$ cat config.mk
export PLATFORM = sky130hd
export DESIGN_NAME = bfiu_exec
export DESIGN_NICKNAME = d
export VERILOG_FILES = /design/src/common/bfiu_pkg.sv /design/src/hdl/bfiu_exec.sv
export SDC_FILE = /design/constraint.sdc
export NUM_CORES = 1
export LEC_CHECK = 0
export BUFFER_PORTS_ARGS = -buffer_cell sky130_fd_sc_hd__clkbuf_2
export CORE_MARGIN = 8
export CORE_UTILIZATION = 40
export CTS_BUF_LIST = sky130_fd_sc_hd__clkbuf_16
export CTS_CLUSTER_SIZE = 28
export DETAILED_ROUTE_END_ITERATION = 12
export PLACE_DENSITY_LB_ADDON = 0.25
export SYNTH_ARGS = -nofsm -noshare
export SYNTH_HDL_FRONTEND = slang
export SYNTH_SLANG_ARGS = --single-unit
$ cat constraint.sdc
create_clock -name clock_i -period 3.5 [get_ports clock_i]
set_clock_uncertainty 0.05 [all_clocks]
set_input_delay 0.875 -clock clock_i [delete_from_list [all_inputs] [get_ports clock_i]]
set_output_delay 0.875 -clock clock_i [all_outputs]
set_load 0.005 [all_outputs]
$ cat src/common/bfiu_pkg.sv
package bfiu_pkg;

    // ----------------------------------------------------------------
    // Status flag bit positions
    // ----------------------------------------------------------------
    localparam logic [2:0] FLAG_C = 3'h0; // Carry
    localparam logic [2:0] FLAG_Z = 3'h1; // Zero
    localparam logic [2:0] FLAG_N = 3'h2; // Negative
    localparam logic [2:0] FLAG_V = 3'h3; // Two's complement overflow
    localparam logic [2:0] FLAG_S = 3'h4; // Sign
    localparam logic [2:0] FLAG_H = 3'h5; // Half carry
    localparam logic [2:0] FLAG_T = 3'h6; // Transfer bit
    localparam logic [2:0] FLAG_I = 3'h7; // Global interrupt enable

    // ----------------------------------------------------------------
    // Reset values
    // ----------------------------------------------------------------
    localparam logic [7:0] FLAGS_RST = 8'h00;
    localparam logic [7:0] DATA_RST = 8'h00;

    // ----------------------------------------------------------------
    // Register port map (word index on the plain register port)
    // ----------------------------------------------------------------
    localparam logic [3:0] REG_FLAGS = 4'h0;  // status_flags_register, read/write
    localparam logic [3:0] REG_RESULT = 4'h1; // Last result byte, read only
    localparam logic [3:0] REG_IO_BYTE = 4'h2; // Last I/O byte written back, read only

    // ----------------------------------------------------------------
    // Operations
    // ----------------------------------------------------------------
    typedef enum logic [4:0] {
        op_nop,
        io_bit_set_op,
        io_bit_clear_op,
        logical_shift_up,
        logical_shift_down,
        rotate_up_through_carry,
        rotate_down_through_carry,
        arith_shift_down,
        nibble_swap_op,
        bit_to_transfer_flag,
        transfer_flag_to_bit,
        flag_set_op,
        flag_clear_op,
        half_carry_set_op,
        half_carry_clear_op,
        sign_flag_set_op,
        sign_flag_clear_op,
        overflow_set_op,
        sleep_op,
        watchdog_restart_op,
        break_op
    } bfiu_op_e;

    // Sequencer states
    typedef enum logic [1:0] {
        ST_IDLE,
        ST_IO_READ
    } bfiu_state_e;

    // Instruction request from the decoder
    typedef struct packed {
        bfiu_op_e op;       // Operation
        logic [7:0] operand; // Register operand
        logic [2:0] bit_sel; // Bit or flag select
        logic [4:0] reg_idx; // Destination register index
        logic [4:0] io_addr; // I/O address for bit set/clear
    } bfiu_req_s;

    // Register file write-back
    typedef struct packed {
        logic we;            // Write enable, one cycle
        logic [4:0] idx;     // Register index
        logic [7:0] data;    // Write data
    } bfiu_wb_s;

    // I/O space access
    typedef struct packed {
        logic re;            // Read strobe, one cycle
        logic we;            // Write strobe, one cycle
        logic [4:0] addr;    // I/O address
        logic [7:0] wdata;   // Write data
    } bfiu_io_s;

endpackage : bfiu_pkg

$ cat src/hdl/bfiu_exec.sv
// Contract
// - I/O bit set, two cycles, flags kept
// - I/O bit clear, two cycles, flags kept
// - Shift up, zero in, ZCNV, one cycle
// - Shift down, zero in, ZCNV, one cycle
// - Rotate up through carry, ZCNV, one cycle
// - Rotate down through carry, ZCNV, one cycle
// - Arithmetic shift down keeps bit seven, ZCNV
// - Selected bit into T, one cycle
// - T into selected bit, flags kept
// - Set or clear H only, one cycle
// - Set or clear S only, one cycle
// - Set V only, one cycle
// - Sleep request, one cycle, flags kept
// - Watchdog restart pulse, one cycle, flags kept
// - Break to debug, flags kept
module bfiu_exec
    import bfiu_pkg::*;
(
    input wire logic clock_i,
    input wire logic sys_rst_i,
    // Instruction request
    input wire logic req_valid_i,
    input wire bfiu_req_s req_i,
    output logic ready_o,
    output logic done_o,
    // Register file write-back
    output bfiu_wb_s wb_o,
    // I/O space
    output bfiu_io_s io_o,
    input wire logic [7:0] io_rdata_i,
    // System control pulses
    output logic sleep_req_o,
    output logic wdog_req_o,
    output logic break_req_o,
    // Live flags
    output logic [7:0] flags_o,
    // Plain register port
    input wire logic [3:0] reg_addr_i,
    input wire logic [7:0] reg_wdata_i,
    input wire logic reg_we_i,
    input wire logic reg_re_i,
    output logic [7:0] reg_rdata_o
);

    // ----------------------------------------------------------------
    // State
    // ----------------------------------------------------------------
    // One _nxt per register: the combinational blocks are the only
    // writers of the _nxt values, the clocked blocks the only writers
    // of the _r values, so every output is a plain flop.
    bfiu_state_e state_r, state_nxt;   // Sequencer
    logic [7:0] flags_r, flags_nxt;    // status_flags_register
    logic [7:0] result_r, result_nxt;  // Last result byte
    logic [7:0] io_byte_r, io_byte_nxt; // Last I/O byte written
    bfiu_req_s held_r, held_nxt;       // Request held across the I/O read
    bfiu_wb_s wb_r, wb_nxt;            // Write-back
    bfiu_io_s io_r, io_nxt;            // I/O access
    logic ready_r, ready_nxt;          // Accepting requests
    logic done_r, done_nxt;            // Completion pulse
    logic sleep_r, sleep_nxt;          // Sleep request pulse
    logic wdog_r, wdog_nxt; // Watchdog restart pulse
    logic brk_r, brk_nxt;              // Debug break pulse
    logic [7:0] rdata_r, rdata_nxt;    // Register read data

    // ----------------------------------------------------------------
    // Next-state logic
    // ----------------------------------------------------------------
    // Shifts compute result and flags here; the I/O bit ops are a
    // read-modify-write, so they hold the sequencer for a second cycle.
    always_comb begin
        logic [7:0] d;
        logic [7:0] res;
        logic [7:0] f;
        logic take;
        logic shift_flags;
        logic c_new;
        d = req_i.operand;
        res = DATA_RST;
        f = flags_r;
        take = req_valid_i && ready_r;
        shift_flags = 1'b0;
        c_new = 1'b0;
        state_nxt = state_r;
        flags_nxt = flags_r;
        result_nxt = result_r;
        io_byte_nxt = io_byte_r;
        held_nxt = held_r;
        wb_nxt = '0;
        io_nxt = '0;
        io_nxt.addr = io_r.addr;
        done_nxt = 1'b0;
        sleep_nxt = 1'b0;
        wdog_nxt = 1'b0;
        brk_nxt = 1'b0;

        // Software write to the flags; an executing op overrides it below
        // Bits that the op leaves alone keep the written value
        if (reg_we_i && (reg_addr_i == REG_FLAGS)) begin
            flags_nxt = reg_wdata_i;
            f = reg_wdata_i;
        end

        // One-cycle ops finish from ST_IDLE; the I/O bit ops spend their
        // second cycle in ST_IO_READ, where ready is low and requests wait
        unique case (state_r)
            ST_IDLE: begin
                // Requests are only taken here
                if (take) begin
                    unique case (req_i.op)
                        io_bit_set_op, io_bit_clear_op: begin
                            // First cycle: fetch the I/O byte, flags untouched
                            held_nxt = req_i;
                            io_nxt.re = 1'b1;
                            io_nxt.addr = req_i.io_addr;
                            state_nxt = ST_IO_READ;
                        end
                        // Shift family; the bit shifted out becomes the new carry
                        logical_shift_up: begin
                            res = {d[6:0], 1'b0};
                            c_new = d[7];
                            shift_flags = 1'b1;
                        end
                        logical_shift_down: begin
                            res = {1'b0, d[7:1]};
                            c_new = d[0];
                            shift_flags = 1'b1;
                        end
                        rotate_up_through_carry: begin
                            res = {d[6:0], flags_r[FLAG_C]};
                            c_new = d[7];
                            shift_flags = 1'b1;
                        end
                        rotate_down_through_carry: begin
                            res = {flags_r[FLAG_C], d[7:1]};
                            c_new = d[0];
                            shift_flags = 1'b1;
                        end
                        arith_shift_down: begin
                            res = {d[7], d[7:1]};
                            c_new = d[0];
                            shift_flags = 1'b1;
                        end
                        // Swap and transfer-bit ops leave Z, C, N and V alone
                        nibble_swap_op: begin
                            res = {d[3:0], d[7:4]};
                        end
                        bit_to_transfer_flag: begin
                            f[FLAG_T] = d[req_i.bit_sel];
                        end
                        transfer_flag_to_bit: begin
                            res = d;
                            res[req_i.bit_sel] = flags_r[FLAG_T];
                        end
                        // Single-flag ops touch only the flag they name
                        flag_set_op: f[req_i.bit_sel] = 1'b1;
                        flag_clear_op: f[req_i.bit_sel] = 1'b0;
                        half_carry_set_op: f[FLAG_H] = 1'b1;
                        half_carry_clear_op: f[FLAG_H] = 1'b0;
                        sign_flag_set_op: f[FLAG_S] = 1'b1;
                        sign_flag_clear_op: f[FLAG_S] = 1'b0;
                        overflow_set_op: f[FLAG_V] = 1'b1;
                        // Control ops only pulse the logic that owns them; flags kept
                        sleep_op: sleep_nxt = 1'b1;
                        watchdog_restart_op: wdog_nxt = 1'b1;
                        break_op: brk_nxt = 1'b1;
                        default: ; // No operation
                    endcase

                    // Shift family: Z, C, N, V; V is N xor C after the shift
                    // S is left alone, the shift family does not update it
                    if (shift_flags) begin
                        f[FLAG_Z] = (res == DATA_RST);
                        f[FLAG_C] = c_new;
                        f[FLAG_N] = res[7];
                        f[FLAG_V] = res[7] ^ c_new;
                    end

                    // Ops that write a register back
                    // The byte is also kept for the register port
                    unique case (req_i.op)
                        logical_shift_up, logical_shift_down, rotate_up_through_carry,
                        rotate_down_through_carry, arith_shift_down, nibble_swap_op,
                        transfer_flag_to_bit: begin
                            wb_nxt.we = 1'b1;
                            wb_nxt.idx = req_i.reg_idx;
                            wb_nxt.data = res;
                            result_nxt = res;
                        end
                        default: ;
                    endcase

                    // The op's flag image replaces any software write of this cycle
                    flags_nxt = f;
                    // One-cycle ops complete here; two-cycle ops complete in ST_IO_READ, with their I/O write
                    done_nxt = (state_nxt == ST_IDLE);
                end
            end
            ST_IO_READ: begin
                // Second cycle: modify the fetched byte and write it back
                // The read data are taken at this edge, so the I/O space must
                // answer with no wait state; a slow device would need a stall
                io_nxt.we = 1'b1;
                io_nxt.addr = held_r.io_addr;
                io_nxt.wdata = io_rdata_i;
                // Only the selected bit changes; the rest go back as read
                if (held_r.op == io_bit_set_op) begin
                    io_nxt.wdata[held_r.bit_sel] = 1'b1;
                end else begin
                    io_nxt.wdata[held_r.bit_sel] = 1'b0;
                end
                io_byte_nxt = io_nxt.wdata;
                done_nxt = 1'b1;
                state_nxt = ST_IDLE;
            end
            default: state_nxt = ST_IDLE; // Recover from an illegal code
        endcase

        // Outside reset, ready is low in the cycle spent in ST_IO_READ and in the first cycle after reset
        ready_nxt = (state_nxt == ST_IDLE);
    end

    // ----------------------------------------------------------------
    // State registers
    // ----------------------------------------------------------------
    // Synchronous reset; all outputs are flops so they are defined
    // from the first edge with reset high.
    // Pulses are cleared here too; outside reset their _nxt values default to zero.
    always_ff @(posedge clock_i) begin
        if (sys_rst_i) begin
            state_r <= ST_IDLE;
            flags_r <= FLAGS_RST;
            result_r <= DATA_RST;
            io_byte_r <= DATA_RST;
            held_r <= '0;
            wb_r <= '0;
            io_r <= '0;
            ready_r <= 1'b0;
            done_r <= 1'b0;
            sleep_r <= 1'b0;
            wdog_r <= 1'b0;
            brk_r <= 1'b0;
        end else begin
            state_r <= state_nxt;
            flags_r <= flags_nxt;
            result_r <= result_nxt;
            io_byte_r <= io_byte_nxt;
            held_r <= held_nxt;
            wb_r <= wb_nxt;
            io_r <= io_nxt;
            ready_r <= ready_nxt;
            done_r <= done_nxt;
            sleep_r <= sleep_nxt;
            wdog_r <= wdog_nxt;
            brk_r <= brk_nxt;
        end
    end

    // ----------------------------------------------------------------
    // Register read port
    // ----------------------------------------------------------------
    // Kept apart from the sequencer: a read returns what the register
    // held before this edge, whatever op is in flight. A flag write in
    // the same cycle shows up only on the next read.
    always_comb begin
        // Idle cycles and unmapped addresses read as zero
        rdata_nxt = DATA_RST;
        if (reg_re_i) begin
            unique case (reg_addr_i)
                REG_FLAGS: rdata_nxt = flags_r; // Before any same-cycle write
                REG_RESULT: rdata_nxt = result_r; // Last write-back byte
                REG_IO_BYTE: rdata_nxt = io_byte_r; // Last modified I/O byte
                default: rdata_nxt = DATA_RST; // Unmapped
            endcase
        end
    end

    // Read data stand for one cycle only, then fall back to zero
    always_ff @(posedge clock_i) begin
        if (sys_rst_i) begin
            rdata_r <= DATA_RST;
        end else begin
            rdata_r <= rdata_nxt;
        end
    end

    // ----------------------------------------------------------------
    // Outputs
    // ----------------------------------------------------------------
    // Every output is a flop, so nothing combinational reaches the
    // pins; the price is one cycle of latency on every answer.
    assign ready_o = ready_r;
    assign done_o = done_r;
    assign wb_o = wb_r;
    assign io_o = io_r;
    assign sleep_req_o = sleep_r;
    assign wdog_req_o = wdog_r;
    assign break_req_o = brk_r;
    assign flags_o = flags_r;
    assign reg_rdata_o = rdata_r;

endmodule : bfiu_exec

==> summary by stage <==
Clock tree
The clock net in this run drives a total of 81 sinks. Once the clock tree was built, the resizer swapped 0 gates to a different size. The number of buffers added by the clock tree synthesis step is 9. TritonCTS built the clock tree.

No sink is reached through more buffers than the 2 on the longest clock path. After clock tree synthesis, the setup repair step added 0 buffers. The clock-pin transition on the worst setup and hold timing paths is 0.06 ns. The count of hold buffers inserted by post-cts repair is 0. The clock latency on the worst-skew pair is 0.32 ns. The H-tree generated during clock tree synthesis spans 3 levels. The root buffer cell is sky130_fd_sc_hd__clkbuf_16.

Synth
The synthesized area is 3820 um2. The cell count after synthesis is 413. Yosys mapped the design onto 54 distinct sky130hd cell types. The synthesized netlist net count is 464. In the synthesized netlist the async set-or-reset flop fraction comes to 0. The primary flip-flop cell chosen by synthesis mapping is sky130_fd_sc_hd__dfxtp_1. In this run, synthesis produced a sequential element count of 81. Averaged over all synthesized cells, the footprint is 9.24 um2. The number of warnings printed during yosys synthesis is 0.

The share of the Yosys chip area taken by registers is 0.425. The number of synthesized flops with an enable pin is 0.

Worst setup path
The critical path class is input port to flip-flop. Among all stages on the critical path, the largest delay is contributed by sky130_fd_sc_hd__mux2i_1. The signal on the critical path passes through clkbuf_2 -> nor3_1 -> nand3b_1 -> mux2i_1 -> a221oi_1 -> nor3_1 -> a211oi_1. Of all nets on the critical path, the largest fanout is 10. The worst setup path is launched from an input port. The most repeated library cell on the critical path is sky130_fd_sc_hd__nor3_1. The required time of the critical path is 3.62 ns. The arrival time at the worst endpoint is 2.80 ns. The largest single stage delay on the critical path is 0.52 ns.

STA classifies the critical path endpoint as a flip-flop.

Floorplanning
The effective utilization at floorplan is 0.413. The number of core rows is 35. 101 I/O pins were placed. The die is 114 um tall. The die outline area is 12900 um2.

The floorplan die width is 114 um. The area inside the core boundary is 9240 um2.

Final layout
The synthesis-to-finish area growth is 21.2%. The number of inserted filler cells in the final layout is 872. Of the cells placed in the final design, the portion with a size suffix greater than 1 is 0.272. In the layout the commonest cells are sky130_fd_sc_hd__clkbuf_2 (100), sky130_fd_sc_hd__dfxtp_1 (81), sky130_fd_sc_hd__nor2_1 (46). The area taken by flip-flops and latches is 1620 um2. The finished layout holds 629 standard cells, fillers aside. The utilization of the core after routing is 0.501. The finished cells cover 4630 um2. The count of inserted antenna diode cells is 0. The multi-input combinational cells in the finished layout cover a total of 2040 um2.

The net total in the final layout is 548. The library cell used most frequently in the layout, excluding fill and tap cells, is sky130_fd_sc_hd__clkbuf_2.

GRT
The number of antenna violations at the first check in global routing is 0. The total congestion overflow after global routing is 0. The number of global-route vias before repair came to 3338.

The overall fraction of global-route tracks in use is 0.162. The first-pass GRT wire length is 16800 um. Entering global routing, the biggest net connects 35 pins.

Place
The detailed placer's ending HPWL is 7970 um. The post-placement cell area is 4370 um2. At the placement stage, the worst setup path has a slack of 0.516 ns. The number of buffer cells added on primary ports is 100. The global placement routability congestion is 0.944. After detailed placement, the design holds a cell count of 615.

Pwr
The worst voltage drop across the vdd grid is 0.274 mV. The power per standard cell area is 421 nW/um2. The total design power is 1.95 mW.

The static leakage is 2.16 nW.

Routing
The routed layout has 3403 vias. In the routed design, unresolved DRC markers number 0. The final routed wire length divided by cell count is 16.6 um.

The number of DRC markers in iteration 0 is 291. The average via count per standard cell is 5.41. The routed design has 10400 um of wire. The first detailed-routing pass took 4 iterations.

Once detail routing completed, the nets flagged for antenna violations numbered 0.

Job
Max-cap violations in this run came to 0.

STA
The shortest period the worst path allows is 2.68 ns. The final max-slew violation count is 0. The hold violation count in the final report is 0.

The total of endpoints with negative setup slack in the final report is 0. The transition time at the pin with the least slew margin is 1.23 ns. The relative slew slack is 0.170. For this run, the top clock speed supported by timing is 373 MHz. The final total negative setup slack is 0 ns. In the finished design, the share of the clock period the worst path needs comes to 0.765. The tightest hold path in the finished design has a slack of 0.400 ns. Setup repair after global routing left no endpoint under its margin. Once routing completed, OpenROAD measured the worst setup slack at 0.822 ns.

Min path
The tightest min-delay check is of the flip-flop to flip-flop type.

Outcome
The run finished with clean final reports.
==> per-layer routing <==
layer / vias up / GRT usage / wire length [um]
met2: 126 / 0.259 / 4780
met1: 1589 / 0.206 / 4630
met3: 19 / 0.0370 / 789
met4: 0 / 0.0666 / 227
li1: 1669 / - / -
met5: - / 0 / 0
==> critical path, delay by kind of cell <==
family / cells / cell delay, ns
AND/OR/NAND/NOR: 3 / 0.99
multiplexers: 1 / 0.52
AO/OA/AOI/OAI: 2 / 0.22
buffers and inverters: 1 / 0.19
==> sequential cells by signal, summed over array words and instances, names as in the netlist, 2 cells and up <==
signal       count
flags_o          8
held_r          13
io_byte_r        8
io_o            15
reg_rdata_o      8
result_r         8
state_r          2
wb_o            14
==> synth_stat cells, types with 3 or more instances <==
| library cell | count | share of area |
|---|---|---|
| sky130_fd_sc_hd__o21ai_0 | 4 | 0.0052 |
| sky130_fd_sc_hd__mux2i_1 | 38 | 0.10 |
| sky130_fd_sc_hd__nand3_1 | 19 | 0.025 |
| sky130_fd_sc_hd__clkbuf_1 | 16 | 0.016 |
| sky130_fd_sc_hd__nor4_1 | 3 | 0.0049 |
| sky130_fd_sc_hd__a31oi_1 | 5 | 0.0082 |
| sky130_fd_sc_hd__nand2_1 | 17 | 0.017 |
| sky130_fd_sc_hd__a221oi_1 | 4 | 0.0092 |
| sky130_fd_sc_hd__a21o_1 | 19 | 0.037 |
| sky130_fd_sc_hd__a22oi_1 | 8 | 0.016 |
| sky130_fd_sc_hd__nand2b_1 | 10 | 0.016 |
| sky130_fd_sc_hd__nor2_1 | 46 | 0.045 |
| sky130_fd_sc_hd__nor3b_1 | 5 | 0.0098 |
| sky130_fd_sc_hd__a21oi_1 | 14 | 0.018 |
| sky130_fd_sc_hd__nand4b_1 | 11 | 0.025 |
| sky130_fd_sc_hd__nor3_1 | 16 | 0.021 |
| sky130_fd_sc_hd__nor4b_1 | 3 | 0.0069 |
| sky130_fd_sc_hd__buf_1 | 3 | 0.0029 |
| sky130_fd_sc_hd__dfxtp_1 | 81 | 0.42 |
| sky130_fd_sc_hd__buf_2 | 10 | 0.013 |
| sky130_fd_sc_hd__nor2b_1 | 3 | 0.0049 |
| sky130_fd_sc_hd__and2_1 | 18 | 0.029 |
| sky130_fd_sc_hd__nand3b_1 | 7 | 0.014 |
| sky130_fd_sc_hd__o2111ai_1 | 8 | 0.018 |
| sky130_fd_sc_hd__mux2_2 | 9 | 0.027 |
==> power by group <==
group	leakage [nW]	switching, mW	internal (mW)
registers	0.654	0.00845	0.930
clock network	0.124	0.353	0.472
logic	1.38	0.111	0.0768
==> kinds of logic (layout without fill, tap and decap cells) <==
kind of cell	count (synthesis)	count (layout)	synth area share
simple gates	169	169	0.243
flops	81	81	0.425
compound gates	78	78	0.152
mux	48	48	0.132
buf+inv	33	120	0.0397
xor+xnor	3	3	0.00688
other cells	1	1	0.000982
==> path summary, 6_finish.rpt <==
kind / startpoint / endpoint / slack (ns) / depth (start not counted)
setup / recovery: reg_addr_i[0] / flags_o[2] / 0.82 / 7
hold / removal: result_r[7] / result_r[7] / 0.40 / 1
setup reg to reg: held_r[22] / io_byte_r[2] / 1.50 / 5
hold reg to reg: result_r[7] / result_r[7] / 0.40 / 1
==> cell type report <==
type,count,area share
inverters,1,0.000811
repair buffers,105,0.116
clock inverters,5,0.00730
flip-flops and latches,81,0.350
well taps,129,0.0349
multi-input cells,299,0.442
clock buffers,9,0.0487
Note: power is estimated with default switching activity, not from simulation.
